[src/hw/mem_event_pkg.sv]
// Purpose: Shared constants for the memory-pipeline event selection block
// Assumes: Event-select and counter-config words are 32 bits wide
// Notes:   Field positions, event codes and counter-config selects
package mem_event_pkg;

  // ****************************************
  // Field positions
  // ****************************************
  localparam int CODE_MSB = 31;
  localparam int CODE_LSB = 25;
  localparam int MASK_MSB = 24;
  localparam int MASK_LSB = 9;
  localparam int CSEL_MSB = 15;
  localparam int CSEL_LSB = 13;
  localparam int MASK_W   = MASK_MSB - MASK_LSB + 1;

  // ****************************************
  // Event-select codes
  // ****************************************
  localparam logic [6:0] CODE_MEM_COMPLETE = 7'h08;
  localparam logic [6:0] CODE_LOAD_REPLAY  = 7'h04;
  localparam logic [6:0] CODE_STORE_REPLAY = 7'h05;
  localparam logic [6:0] CODE_ORDER_RETRY  = 7'h03;
  localparam logic [6:0] CODE_PAGE_WALK    = 7'h01;

  // ****************************************
  // Counter-config selects
  // ****************************************
  localparam logic [2:0] CSEL_STORE_ADDR = 3'h2;
  localparam logic [2:0] CSEL_ORDER_BUF  = 3'h2;
  localparam logic [2:0] CSEL_WALK       = 3'h4;

  // ****************************************
  // Mask bit positions
  // ****************************************
  localparam int BIT_LOAD_SPLIT   = 0;
  localparam int BIT_STORE_SPLIT  = 1;
  localparam int BIT_SPLIT_LOAD   = 1;
  localparam int BIT_SPLIT_STORE  = 1;
  localparam int BIT_NO_STA       = 1;
  localparam int BIT_NO_STD       = 3;
  localparam int BIT_PARTIAL_DATA = 4;
  localparam int BIT_UNALIGNED    = 5;
  localparam int BIT_DATA_WALK    = 0;
  localparam int BIT_INSTR_WALK   = 1;

  // ****************************************
  // Counter numbering
  // ****************************************
  localparam int NUM_COUNTERS  = 12;
  localparam int CNT_LOW_A     = 0;
  localparam int CNT_LOW_B     = 2;
  localparam int CNT_STORE_A   = 8;
  localparam int CNT_STORE_B   = 10;

endpackage

[src/hw/event_qualify.sv]
// Purpose: Match one event-select word against one event and its mask bits
// Assumes: Event vector is laid out on the mask bit positions
// Notes:   Purely combinational
`timescale 1ns/1ps
module event_qualify
  import mem_event_pkg::*;
(
  // Programmed selection
  input  wire logic [31:0]       evsel,
  input  wire logic [6:0]        code,
  // Event strobes on mask positions
  input  wire logic [MASK_W-1:0] events,
  // Result
  output logic                   hit
);

  // Any selected mask bit with its event present counts; empty mask counts nothing
  assign hit = (evsel[CODE_MSB:CODE_LSB] == code) && |(evsel[MASK_MSB:MASK_LSB] & events);

endmodule

[src/hw/mem_replay_event_select.sv]
// Purpose: Route memory-pipeline events to performance counter increments
// Assumes: Event strobes are one-cycle pulses synchronous to mclk
// Notes:   Counter arithmetic lives outside; this block issues increments
// Behaviour
// - Code 08H with counter select 02H counts load split and store split completions
// - Mask bit 0 load splits done, bit 1 store splits done
// - Several mask bits may be set; any matching bit counts
// - Store-address pair: first word feeds counters 8,9; second feeds 10,11
// - Code 04H, mask bit 1, select 02H counts split load replays
// - Code 05H, mask bit 1, select 02H counts split store replays
// - Order-buffer load retries route to counters 0,1 or 2,3
// - All-cache-miss qualification also counts uncacheable accesses
// - Code 01H counts page walks; bit 0 data, bit 1 instruction
`timescale 1ns/1ps
module mem_replay_event_select
  import mem_event_pkg::*;
(
  // Clock and reset
  input  wire logic                         mclk,
  input  wire logic                         rst,
  // Event-select words
  input  wire logic [31:0]                  store_addr_evsel_a,
  input  wire logic [31:0]                  store_addr_evsel_b,
  input  wire logic [31:0]                  order_buf_evsel_a,
  input  wire logic [31:0]                  order_buf_evsel_b,
  input  wire logic [31:0]                  walk_evsel_a,
  input  wire logic [31:0]                  walk_evsel_b,
  // Counter-config words, one per counter
  input  wire logic [NUM_COUNTERS-1:0][31:0] counter_config_ctrl,
  // Memory completion strobes
  input  wire logic                         load_split_done,
  input  wire logic                         store_split_done,
  // Port replay strobes
  input  wire logic                         split_load_replay,
  input  wire logic                         split_store_replay,
  // Order-buffer retry causes
  input  wire logic                         retry_no_sta,
  input  wire logic                         retry_no_std,
  input  wire logic                         retry_partial_data,
  input  wire logic                         retry_unaligned,
  // Page-miss walker strobes
  input  wire logic                         data_xlate_miss_walk,
  input  wire logic                         instr_xlate_miss_walk,
  // Cache event qualification
  input  wire logic                         all_miss_enable,
  input  wire logic                         cache_miss,
  input  wire logic                         uncacheable_access,
  // Results
  output logic [NUM_COUNTERS-1:0]           count_inc,
  output logic                              all_cache_miss_event
);

  // ****************************************
  // Event vectors on mask positions
  // ****************************************
  logic [MASK_W-1:0] complete_vec;
  logic [MASK_W-1:0] load_rep_vec;
  logic [MASK_W-1:0] store_rep_vec;
  logic [MASK_W-1:0] retry_vec;
  logic [MASK_W-1:0] walk_vec;

  always_comb begin
    complete_vec                   = '0;
    complete_vec[BIT_LOAD_SPLIT]   = load_split_done;
    complete_vec[BIT_STORE_SPLIT]  = store_split_done;
    load_rep_vec                   = '0;
    load_rep_vec[BIT_SPLIT_LOAD]   = split_load_replay;
    store_rep_vec                  = '0;
    store_rep_vec[BIT_SPLIT_STORE] = split_store_replay;
    retry_vec                      = '0;
    retry_vec[BIT_NO_STA]          = retry_no_sta;
    retry_vec[BIT_NO_STD]          = retry_no_std;
    retry_vec[BIT_PARTIAL_DATA]    = retry_partial_data;
    retry_vec[BIT_UNALIGNED]       = retry_unaligned;
    walk_vec                       = '0;
    walk_vec[BIT_DATA_WALK]        = data_xlate_miss_walk;
    walk_vec[BIT_INSTR_WALK]       = instr_xlate_miss_walk;
  end

  // ****************************************
  // Per-pair qualification
  // ****************************************
  logic [31:0] sa_word [2];
  logic [31:0] ob_word [2];
  logic [31:0] wk_word [2];
  logic [1:0]  sa_hit;
  logic [1:0]  ob_hit;
  logic [1:0]  wk_hit;
  logic [2:0]  csel [NUM_COUNTERS];

  assign sa_word[0] = store_addr_evsel_a;
  assign sa_word[1] = store_addr_evsel_b;
  assign ob_word[0] = order_buf_evsel_a;
  assign ob_word[1] = order_buf_evsel_b;
  assign wk_word[0] = walk_evsel_a;
  assign wk_word[1] = walk_evsel_b;

  for (genvar k = 0; k < NUM_COUNTERS; k++) begin : g_csel
    assign csel[k] = counter_config_ctrl[k][CSEL_MSB:CSEL_LSB];
  end

  for (genvar p = 0; p < 2; p++) begin : g_pair
    logic mc_hit;
    logic lr_hit;
    logic sr_hit;

    event_qualify u_complete (
      .evsel  (sa_word[p]),
      .code   (CODE_MEM_COMPLETE),
      .events (complete_vec),
      .hit    (mc_hit)
    );
    event_qualify u_load_rep (
      .evsel  (sa_word[p]),
      .code   (CODE_LOAD_REPLAY),
      .events (load_rep_vec),
      .hit    (lr_hit)
    );
    event_qualify u_store_rep (
      .evsel  (sa_word[p]),
      .code   (CODE_STORE_REPLAY),
      .events (store_rep_vec),
      .hit    (sr_hit)
    );
    event_qualify u_retry (
      .evsel  (ob_word[p]),
      .code   (CODE_ORDER_RETRY),
      .events (retry_vec),
      .hit    (ob_hit[p])
    );
    event_qualify u_walk (
      .evsel  (wk_word[p]),
      .code   (CODE_PAGE_WALK),
      .events (walk_vec),
      .hit    (wk_hit[p])
    );

    // Only one code can match a word, so the OR never double counts
    assign sa_hit[p] = mc_hit | lr_hit | sr_hit;
  end

  // ****************************************
  // Counter increment routing
  // ****************************************
  logic [NUM_COUNTERS-1:0] next_count_inc;
  logic                    next_all_cache_miss_event;

  always_comb begin
    next_count_inc = '0;
    for (int i = 0; i < 2; i++) begin
      // Store-address pair is the only path into counters 8 to 11
      next_count_inc[CNT_STORE_A+i] = sa_hit[0] && (csel[CNT_STORE_A+i] == CSEL_STORE_ADDR);
      next_count_inc[CNT_STORE_B+i] = sa_hit[1] && (csel[CNT_STORE_B+i] == CSEL_STORE_ADDR);
      // Low counters pick their source word by the counter-config select
      next_count_inc[CNT_LOW_A+i] = (ob_hit[0] && (csel[CNT_LOW_A+i] == CSEL_ORDER_BUF))
                                  | (wk_hit[0] && (csel[CNT_LOW_A+i] == CSEL_WALK));
      next_count_inc[CNT_LOW_B+i] = (ob_hit[1] && (csel[CNT_LOW_B+i] == CSEL_ORDER_BUF))
                                  | (wk_hit[1] && (csel[CNT_LOW_B+i] == CSEL_WALK));
    end
    // Uncacheable accesses miss by definition, so they join the miss count
    next_all_cache_miss_event = all_miss_enable && (cache_miss || uncacheable_access);
  end

  // Registered to keep outputs glitch free; costs one cycle of latency
  always_ff @(posedge mclk or posedge rst) begin
    if (rst) begin
      count_inc            <= '0;
      all_cache_miss_event <= 1'b0;
    end else begin
      count_inc            <= next_count_inc;
      all_cache_miss_event <= next_all_cache_miss_event;
    end
  end
endmodule

[config.mk]
export PLATFORM = sky130hd
export DESIGN_NAME = mem_replay_event_select
export DESIGN_NICKNAME = d
export VERILOG_FILES = /design/src/hw/mem_event_pkg.sv /design/src/hw/event_qualify.sv /design/src/hw/mem_replay_event_select.sv
export SDC_FILE = /design/constraint.sdc
export NUM_CORES = 1
export LEC_CHECK = 0
export BUFFER_PORTS_ARGS = -buffer_cell sky130_fd_sc_hd__buf_2
export CORE_AREA = 5 5 229 231
export DETAILED_ROUTE_END_ITERATION = 10
export DIE_AREA = 0 0 234 236
export GPL_ROUTABILITY_DRIVEN = 0
export REMOVE_ABC_BUFFERS = 1
export SLEW_MARGIN = 40
export SYNTH_ARGS = -nofsm -noshare
export SYNTH_HDL_FRONTEND = slang
export SYNTH_SLANG_ARGS = --single-unit
[constraint.sdc]
create_clock -name mclk -period 0.8 [get_ports mclk]
set_input_delay 0.08 -clock mclk [delete_from_list [all_inputs] [get_ports mclk]]
set_output_delay 0.08 -clock mclk [all_outputs]
set_load 0.02 [all_outputs]
==> results.toml, run 1 <==
[outcome]
status = "finished, violations left"
failed_checks = "negative setup slack"

[timing]
setup_slack_ps = -276.8
grt_setup_unrepaired = "true"
tns_ps = -1535
maxSlewViolCount = 0
hold_viol = 0
fin_crit_sh = 1.346
fmax_mhz = 928.7
setup_violations = 15
min_period_ps = 1077

[global_routing]
antenna_found_initial = 5
grt_util_all_layers = 0.02213
grt_pass1_vias = 1130
gr-total-overflow = 0
grt_first_pass_wirelength_um = 7879
grt_max_degree = 10

[synth]
ys_warn_count = 0
synthFlopType = "dfrtp_1"
netlist_area_um2 = 660.6
synth_edf_count = 0
synthCells = 74
ys_seq_area_frac = 0.3409
ys_seq_elements = 9
async_flop_share = 1.000
syn_avg_cell_area_um2 = 8.927
netlist-cell-type-count = 26

[clock_tree]
clock-root-buffer = "clkbuf_16"
htreeDepth = 1
clockBufferDepth = 2
clk_pin_slew_ps = 40
clkSinkCount = 9
cts_buffers = 3
cts_tree = "built"

[worst_hold_path]
hold_path_class = "primary input to flip-flop"

[floorplanning]
core_um2 = 49860
rows = 82
initial_core_util = 0.01325
die_h_um = 236
ios = 604
die_w_um = 234
dieArea_um2 = 55220

[routing]
final_antenna_net_count = 0
wl_per_cell_um = 7.468
dr.pass1.iters = 3
drc = 0
finalWirelength_um = 6512
vias = 1111
post_drt_via_cell_ratio = 1.274
drt_iter0_drc = 6

[critical_path]
cp.required_ps = 970
setup.worst_path.start_class = "primary input"
endpoint_kind = "flip-flop"
worstPathMaxFanout = 2
path_class = "primary input to flip-flop"
worstPathArrival_ps = 1240

[flow_run]
maxCapViolCount = 0

[cells_and_area]
final_cell_mix = "buf_2 (89), buf_6 (17), buf_4 (11), dfrtp_1 (9), nand3b_1 (8)"
antenna_cells = 0
fin_util = 0.05066
drive_gt1_frac = 0.7250
final_common_cell = "buf_2"
nNetsFinal = 792
synthToLayoutAreaGrowth_pct = 282.4

[power_and_ir_drop]
power_leakage_nw = 0.8579
powerDensity_nw_per_um2 = 785.6
ir_drop_mv = 0.4592

[place]
dp_hpwl_um = 5815
portBuffers = 105
==> cell families after synthesis <==
logic type             count (synthesis)  share of synthesized area
and+or+nand+nor                       38                     0.3693
AOI/OAI and AO/OA                     20                     0.2273
other                                  1                   0.005676
buffers and inverters                  6                    0.05682
DFF                                    9                     0.3409
==> worst max-delay path, stage by stage <==
cell      delay (ps)
buf_6             90
or4b_4           530
nor3_4           170
buf_6            140
nand3b_1          70
a21oi_1          150
==> layer usage <==
layer	GRT usage	vias up	share of wire
met5	0	-	0.0041
li1	-	533	-
met2	0.02293	99	0.30
met1	0.03303	469	0.50
met3	0.02057	6	0.19
met4	0.0005339	4	0.0028
==> synth_stat cells, types with 3 or more instances <==
cell type  n  share of area
dfrtp_1    9           0.34
nand3b_1   8          0.091
a22oi_1    6          0.068
nand2_1    6          0.034
a21oi_1    5          0.038
nor3_1     5          0.038
buf_4      4          0.045
nor2_1     4          0.023
nand2b_1   3          0.028
==> area by class of cell <==
| cell class | instances | area, µm² |
|---|---|---|
| well taps | 672 | 840.8 |
| clock buffers | 4 | 78.83 |
| fillers | 5976 | 47340 |
| repair buffers | 123 | 784.5 |
| flip-flops and latches | 9 | 225.2 |
| multi-input cells | 62 | 589.3 |
| inverters | 2 | 7.507 |
==> path summary, 6_finish.rpt <==
check                                         start  slack [ps]  cells past startpoint                       to
max in group asynchronous                       rst         200                      4   count_inc[1]$_DFF_PP0_
setup / recovery                   walk_evsel_a[31]        -280                      6   count_inc[1]$_DFF_PP0_
min in group asynchronous                       rst         430                      4   count_inc[8]$_DFF_PP0_
hold / removal             counter_config_ctrl[333]          30                      2  count_inc[10]$_DFF_PP0_
==> power by group <==
part	internal [mW]	total [mW]	switching, mW
logic	0.324	0.581	0.257
clock network	0.671	0.941	0.270
registers	0.461	0.462	0.00161
==> per-stage QoR <==
step / hold slack (ps) / setup WS, ps / total power [mW] / std cells / instance area, µm²
floorplan: -92.08 / -476.5 / 0.5765 / 73 / 641.9
global placement: 89.17 / -720.7 / 0.9150 / 862 / 2098
detailed placement: 95.11 / -755.9 / 0.9172 / 862 / 2098
CTS: 3.903 / -316.9 / 2.034 / 871 / 2456
global route: 18.88 / -332.0 / 2.152 / 872 / 2526
finish: 27.19 / -276.8 / 1.985 / 872 / 2526
==> registers in the layout, indices dropped and copies added, names as in the netlist <==
register,flops
all_cache_miss_event,1
count_inc,8
==> repair_timing <==
item,4_1_cts,5_1_grt
pin swaps,17,5
hold buffers,5,0
endpoints found under the setup margin,17,17
buffers inserted,0,1
endpoints found under the hold margin,13,0
resized for setup,47,12
Power figures use the tool's default switching activity.
==> run 2: changes to the inputs <==
Settings changed: CORE_AREA 5 5 229 231 to 5 5 232 234, DIE_AREA 0 0 234 236 to 0 0 237 239, SYNTH_HIERARCHICAL set to 1.
==> results.toml, run 2 <==
[global_routing]
grt_max_degree = 10
antenna_found_initial = 11
grt_first_pass_wirelength_um = 16910
grt_util_all_layers = 0.03985
gr-total-overflow = 0
grt_pass1_vias = 2912

[routing]
dr.pass1.iters = 4
wl_per_cell_um = 9.053
drc = 0
post_drt_via_cell_ratio = 2.239
final_antenna_net_count = 0
drt_iter0_drc = 20
finalWirelength_um = 12070
vias = 2984

[cells_and_area]
fin_area_um2 = 5369
final_common_cell = "conb_1"
synthToLayoutAreaGrowth_pct = 140.1
regMostFlops = "count_inc"
antenna_cells = 0
fin_util = 0.1036
nNetsFinal = 1237
largest_register_ffs = 8
largestRegisters = "count_inc: 8 flops, all_cache_miss_event: 1 flops"
num-fill-cells = 6040
fin_cells = 1333
final_cell_mix = "conb_1 (214), buf_2 (167), xor2_1 (70), a221oi_2 (40), a22o_1 (37)"
drive_gt1_frac = 0.4202

[critical_path]
setup.worst_path.start_class = "primary input"
worstPathMaxFanout = 2
path_class = "primary input to flip-flop"
worst_path_max_delay_cell = "a22o_1"
path_delay_family = "simple AND/OR/NAND/NOR gates"
endpoint_kind = "flip-flop"
cp_common_cell = "buf_6"
cp_num_buf_inv = 3
cp.required_ps = 920
worstPathArrival_ps = 1380
cp_slowest_stage_delay_ps = 240
crit_chain = "buf_6 > buf_6 > a22o_1 > a221oi_2 > nand4_1 > and3_1 > nor3_2 > buf_6 > nor4b_4"

[timing]
min_period_ps = 1259
grt_setup_unrepaired = "true"
setup_slack_ps = -459.4
fin_crit_sh = 1.574
maxSlewViolCount = 0
hold_viol = 0
setup_violations = 16
fmax_mhz = 794.0

[power_and_ir_drop]
powerDensity_nw_per_um2 = 592.7
ir_drop_mv = 0.5147
power_leakage_nw = 2.486

[outcome]
status = "finished, violations left"
failed_checks = "negative setup slack"

[floorplanning]
core_um2 = 51810
initial_core_util = 0.04315
dieArea_um2 = 56640
rows = 84
ios = 604
die_w_um = 237
die_h_um = 239

[clock_tree]
cts_buffers = 3
clock-root-buffer = "clkbuf_16"
cts_tree = "built"
clockBufferDepth = 2
clk_pin_slew_ps = 40
htreeDepth = 1
clkSinkCount = 9

[worst_hold_path]
hold_path_class = "primary input to flip-flop"
holdPathEnd = "count_inc[11]$_DFF_PP0_"
worst_hold_path.num_cells = 2
min-delay-start = "counter_config_ctrl[365]"

[place]
dp_hpwl_um = 11570
portBuffers = 185
place_area_um2 = 4974
dp_cells = 1324

[synth]
ys_seq_area_frac = 0.1007
ys_seq_elements = 9
yosysMostFrequentCell = "xor2_1"
synthFlopType = "dfrtp_1"
yosysTopAreaCellShare = 0.2742
ys_top_cells_by_area = "xor2_1 (27%), a221oi_2 (27%), a22o_1 (16%), dfrtp_1 (10%), and3_1 (2.8%)"
synthCells = 225
ys_warn_count = 6
synth_edf_count = 0
synth_top_area_cell = "xor2_1"
syn_avg_cell_area_um2 = 9.937
netlist-cell-type-count = 16
async_flop_share = 1.000
synth_common_cells = "xor2_1 (70), a221oi_2 (40), a22o_1 (40)"
netlist_area_um2 = 2236

[flow_run]
maxCapViolCount = 0
## run 2: cell types whose count changed after synthesis, moves of 3 or more
cell      change
and3_1       +10
xor2_1       +70
a22o_1       +40
nand4_1      +10
nor2_1        -4
nor4_1        +8
a22oi_1       -6
nor3_1        +5
a221oi_2     +40
nand2_1       -6
nand2b_1      -3
nor4b_2       +4
## run 2: repair_timing
action	CTS	global route
gates cloned	0	0
buffers inserted	1	0
hold buffers	5	0
hold endpoints to repair	13	0
endpoints found under the setup margin	17	18
resized for setup	43	17
pin swaps	25	17
## run 2: area by class of cell
type / count / area, µm² / share of cell area
sequential: 9 / 225.2 / 0.04195
timing repair buffer: 208 / 1292 / 0.2407
clock buffer: 3 / 75.07 / 0.01398
tap: 688 / 860.8 / 0.1603
clock inverter: 1 / 5.005 / 0.0009322
inverter: 1 / 7.507 / 0.001398
multi-input combinational: 423 / 2903 / 0.5407
## run 2: cell families (layout without fill, tap and decap cells)
group | Yosys count | count (layout) | share of synthesized area
flip-flops | 9 | 9 | 0.1007
XOR/XNOR | 70 | 70 | 0.2742
other | 2 | 214 | 0.003359
buffers and inverters | 5 | 213 | 0.01511
AND/OR/NAND/NOR | 54 | 54 | 0.1690
AO/OA/AOI/OAI | 85 | 85 | 0.4376
## run 2: worst max-delay path by stage
| stage | start | end | slack [ps] | cells after the start |
|---|---|---|---|---|
| floorplan | store_addr_evsel_b[10] | count_inc[10]$_DFF_PP0_ | -360 | 6 |
| detailed placement | store_addr_evsel_b[10] | count_inc[10]$_DFF_PP0_ | -900 | 7 |
| CTS | split_store_replay | count_inc[8]$_DFF_PP0_ | -490 | 9 |
| global route | split_load_replay | count_inc[9]$_DFF_PP0_ | -590 | 9 |
| finish | split_load_replay | count_inc[8]$_DFF_PP0_ | -460 | 9 |
| global placement | store_addr_evsel_b[9] | count_inc[11]$_DFF_PP0_ | -900 | 7 |
## run 2: stage by stage
stage	total power [mW]	setup slack (ps)	hold slack [ps]	setup TNS, ps
floorplan	1.313	-356.5	-92.08	-2180
CTS	3.128	-488.9	3.825	-3237
global placement	2.141	-896.4	60.10	-5968
global route	3.475	-587.6	11.54	-3836
detailed placement	2.154	-896.6	65.64	-6095
finish	3.182	-459.4	13.86	-2853
## run 2: power breakdown
group,internal [mW],switching (mW)
combinational,0.944,0.904
sequential,0.462,0.00206
clock,0.658,0.212
## run 2: layer usage
layer	part of all wire	track usage	up-vias
met2	0.46	0.07077	151
li1	-	-	1581
met1	0.41	0.04780	1226
met4	0.0054	0.001574	8
met5	0.0054	0	-
met3	0.12	0.01627	18
==> run 3: changes to the inputs <==
Settings changed: REMOVE_ABC_BUFFERS 1 to unset.
==> results.toml, run 3 (synthesized netlist as in run 2, its figures left out) <==
[outcome]
status = "finished, violations left"
failed_checks = "negative setup slack"

[power_and_ir_drop]
power_leakage_nw = 2.422
clkPwrFrac = 0.294
power_mw = 3.141
switching_share = 0.3571
comb_power_share = 0.559
ir_drop_mv = 0.7172
pwr-share-seq = 0.148
p_int_mw = 2.019
p_sw_mw = 1.121
powerDensity_nw_per_um2 = 599.9

[routing]
drt_iter0_drc = 31
post_drt_via_cell_ratio = 2.261
dr.pass1.iters = 4
drc = 0
wl_per_cell_um = 9.993
vias = 3007
final_antenna_net_count = 0
finalWirelength_um = 13290

[place]
portBuffers = 185
place_ws_ps = -803.0
place_area_um2 = 4906
dp_hpwl_um = 12640
dp_cells = 1320

[cells_and_area]
regMostFlops = "count_inc"
fin_util = 0.1010
drive_gt1_frac = 0.4072
nNetsFinal = 1233
final_common_cell = "conb_1"
fin_cells = 1330
final_cell_mix = "conb_1 (214), buf_2 (167), xor2_1 (70), a221oi_2 (40), a22o_1 (39)"
largest_register_ffs = 8
largestRegisters = "count_inc: 8 flops, all_cache_miss_event: 1 flops"
synthToLayoutAreaGrowth_pct = 134.1
num-fill-cells = 6056
fin_area_um2 = 5235

[critical_path]
cp_slowest_stage_delay_ps = 230
path_class = "primary input to flip-flop"
worstPathMaxFanout = 2
crit_chain = "buf_6 > a22o_1 > a221oi_2 > nand4_1 > and3_4 > nor3_4 > nor4b_2"
setup.worst_path.start_class = "primary input"
worst_path_max_delay_cell = "a22o_1"
cp.required_ps = 920
endpoint_kind = "flip-flop"
worstPathArrival_ps = 1370

[global_routing]
antenna_found_initial = 10
grt_util_all_layers = 0.04334
grt_max_degree = 10
grt_pass1_vias = 2903
gr-total-overflow = 0
grt_first_pass_wirelength_um = 17880

[timing]
fmax_mhz = 798.1
setup_slack_ps = -453.0
grt_setup_unrepaired = "true"
hold_viol = 0
maxSlewViolCount = 0
fin_crit_sh = 1.566
min_period_ps = 1253
setup_violations = 17
whs_ps = 2.555
tns_ps = -2623

[worst_hold_path]
holdPathEnd = "count_inc[9]$_DFF_PP0_"
hold_path_class = "primary input to flip-flop"
min-delay-start = "counter_config_ctrl[303]"
worst_hold_path.num_cells = 2

[clock_tree]
clkSinkCount = 9
htreeDepth = 1
cts_tree = "built"
cts_setup_buffers = 0
cts_buffers = 3
clockBufferDepth = 2
clock-root-buffer = "clkbuf_16"
clk_pin_slew_ps = 50
hold_buffers = 6

[floorplanning]
die_w_um = 237
die_h_um = 239
rows = 84
ios = 604
dieArea_um2 = 56640
core_um2 = 51810
initial_core_util = 0.04315

[flow_run]
maxCapViolCount = 0
-- run 3: layout make-up --
class	count	area (µm²)	share of cell area
diodes	1	2.502	0.0004780
clock buffers	4	78.83	0.01506
flip-flops and latches	9	225.2	0.04302
repair buffers	204	1207	0.2306
inverters	1	3.754	0.0007170
well taps	688	860.8	0.1644
multi-input cells	423	2856	0.5457
-- run 3: worst max-delay path: cells and delay by family --
kind / cells / cell delay [ps]
simple gates: 4 / 750
compound gates: 2 / 450
buf+inv: 1 / 90
-- run 3: layer usage --
layer / vias up / GRT usage / wire length (µm)
met3: 20 / 0.01569 / 1236
met1: 1263 / 0.06318 / 6529
li1: 1574 / - / -
met5: - / 0 / 41
met2: 144 / 0.06469 / 5375
met4: 6 / 0.001399 / 108
-- run 3: power groups by stage --
stage	Combinational (mW)	Sequential [mW]	Clock [mW]
6_report	1.75	0.464	0.922
5_1_grt	1.98	0.464	0.998
4_1_cts	1.72	0.464	0.986
3_5_place_dp	1.63	0.470	0
3_3_place_gp	1.61	0.470	0
2_1_floorplan	0.851	0.476	0
-- run 3: timing repair --
action / 4_1_cts / 5_1_grt
setup endpoints to repair: 17 / 17
cloned: 0 / 0
pin swaps: 29 / 6
endpoints found under the hold margin: 15 / 1
resized for setup: 45 / 4
-- run 3: worst max-delay path by stage --
| stage | cells past startpoint | endpoint | startpoint |
|---|---|---|---|
| finish | 7 | count_inc[10]$_DFF_PP0_ | split_load_replay |
| global route | 7 | count_inc[10]$_DFF_PP0_ | split_load_replay |
| CTS | 7 | count_inc[10]$_DFF_PP0_ | split_load_replay |
| detailed placement | 7 | count_inc[10]$_DFF_PP0_ | store_addr_evsel_b[10] |
| global placement | 7 | count_inc[10]$_DFF_PP0_ | store_addr_evsel_b[10] |
| floorplan | 6 | count_inc[10]$_DFF_PP0_ | store_addr_evsel_b[10] |
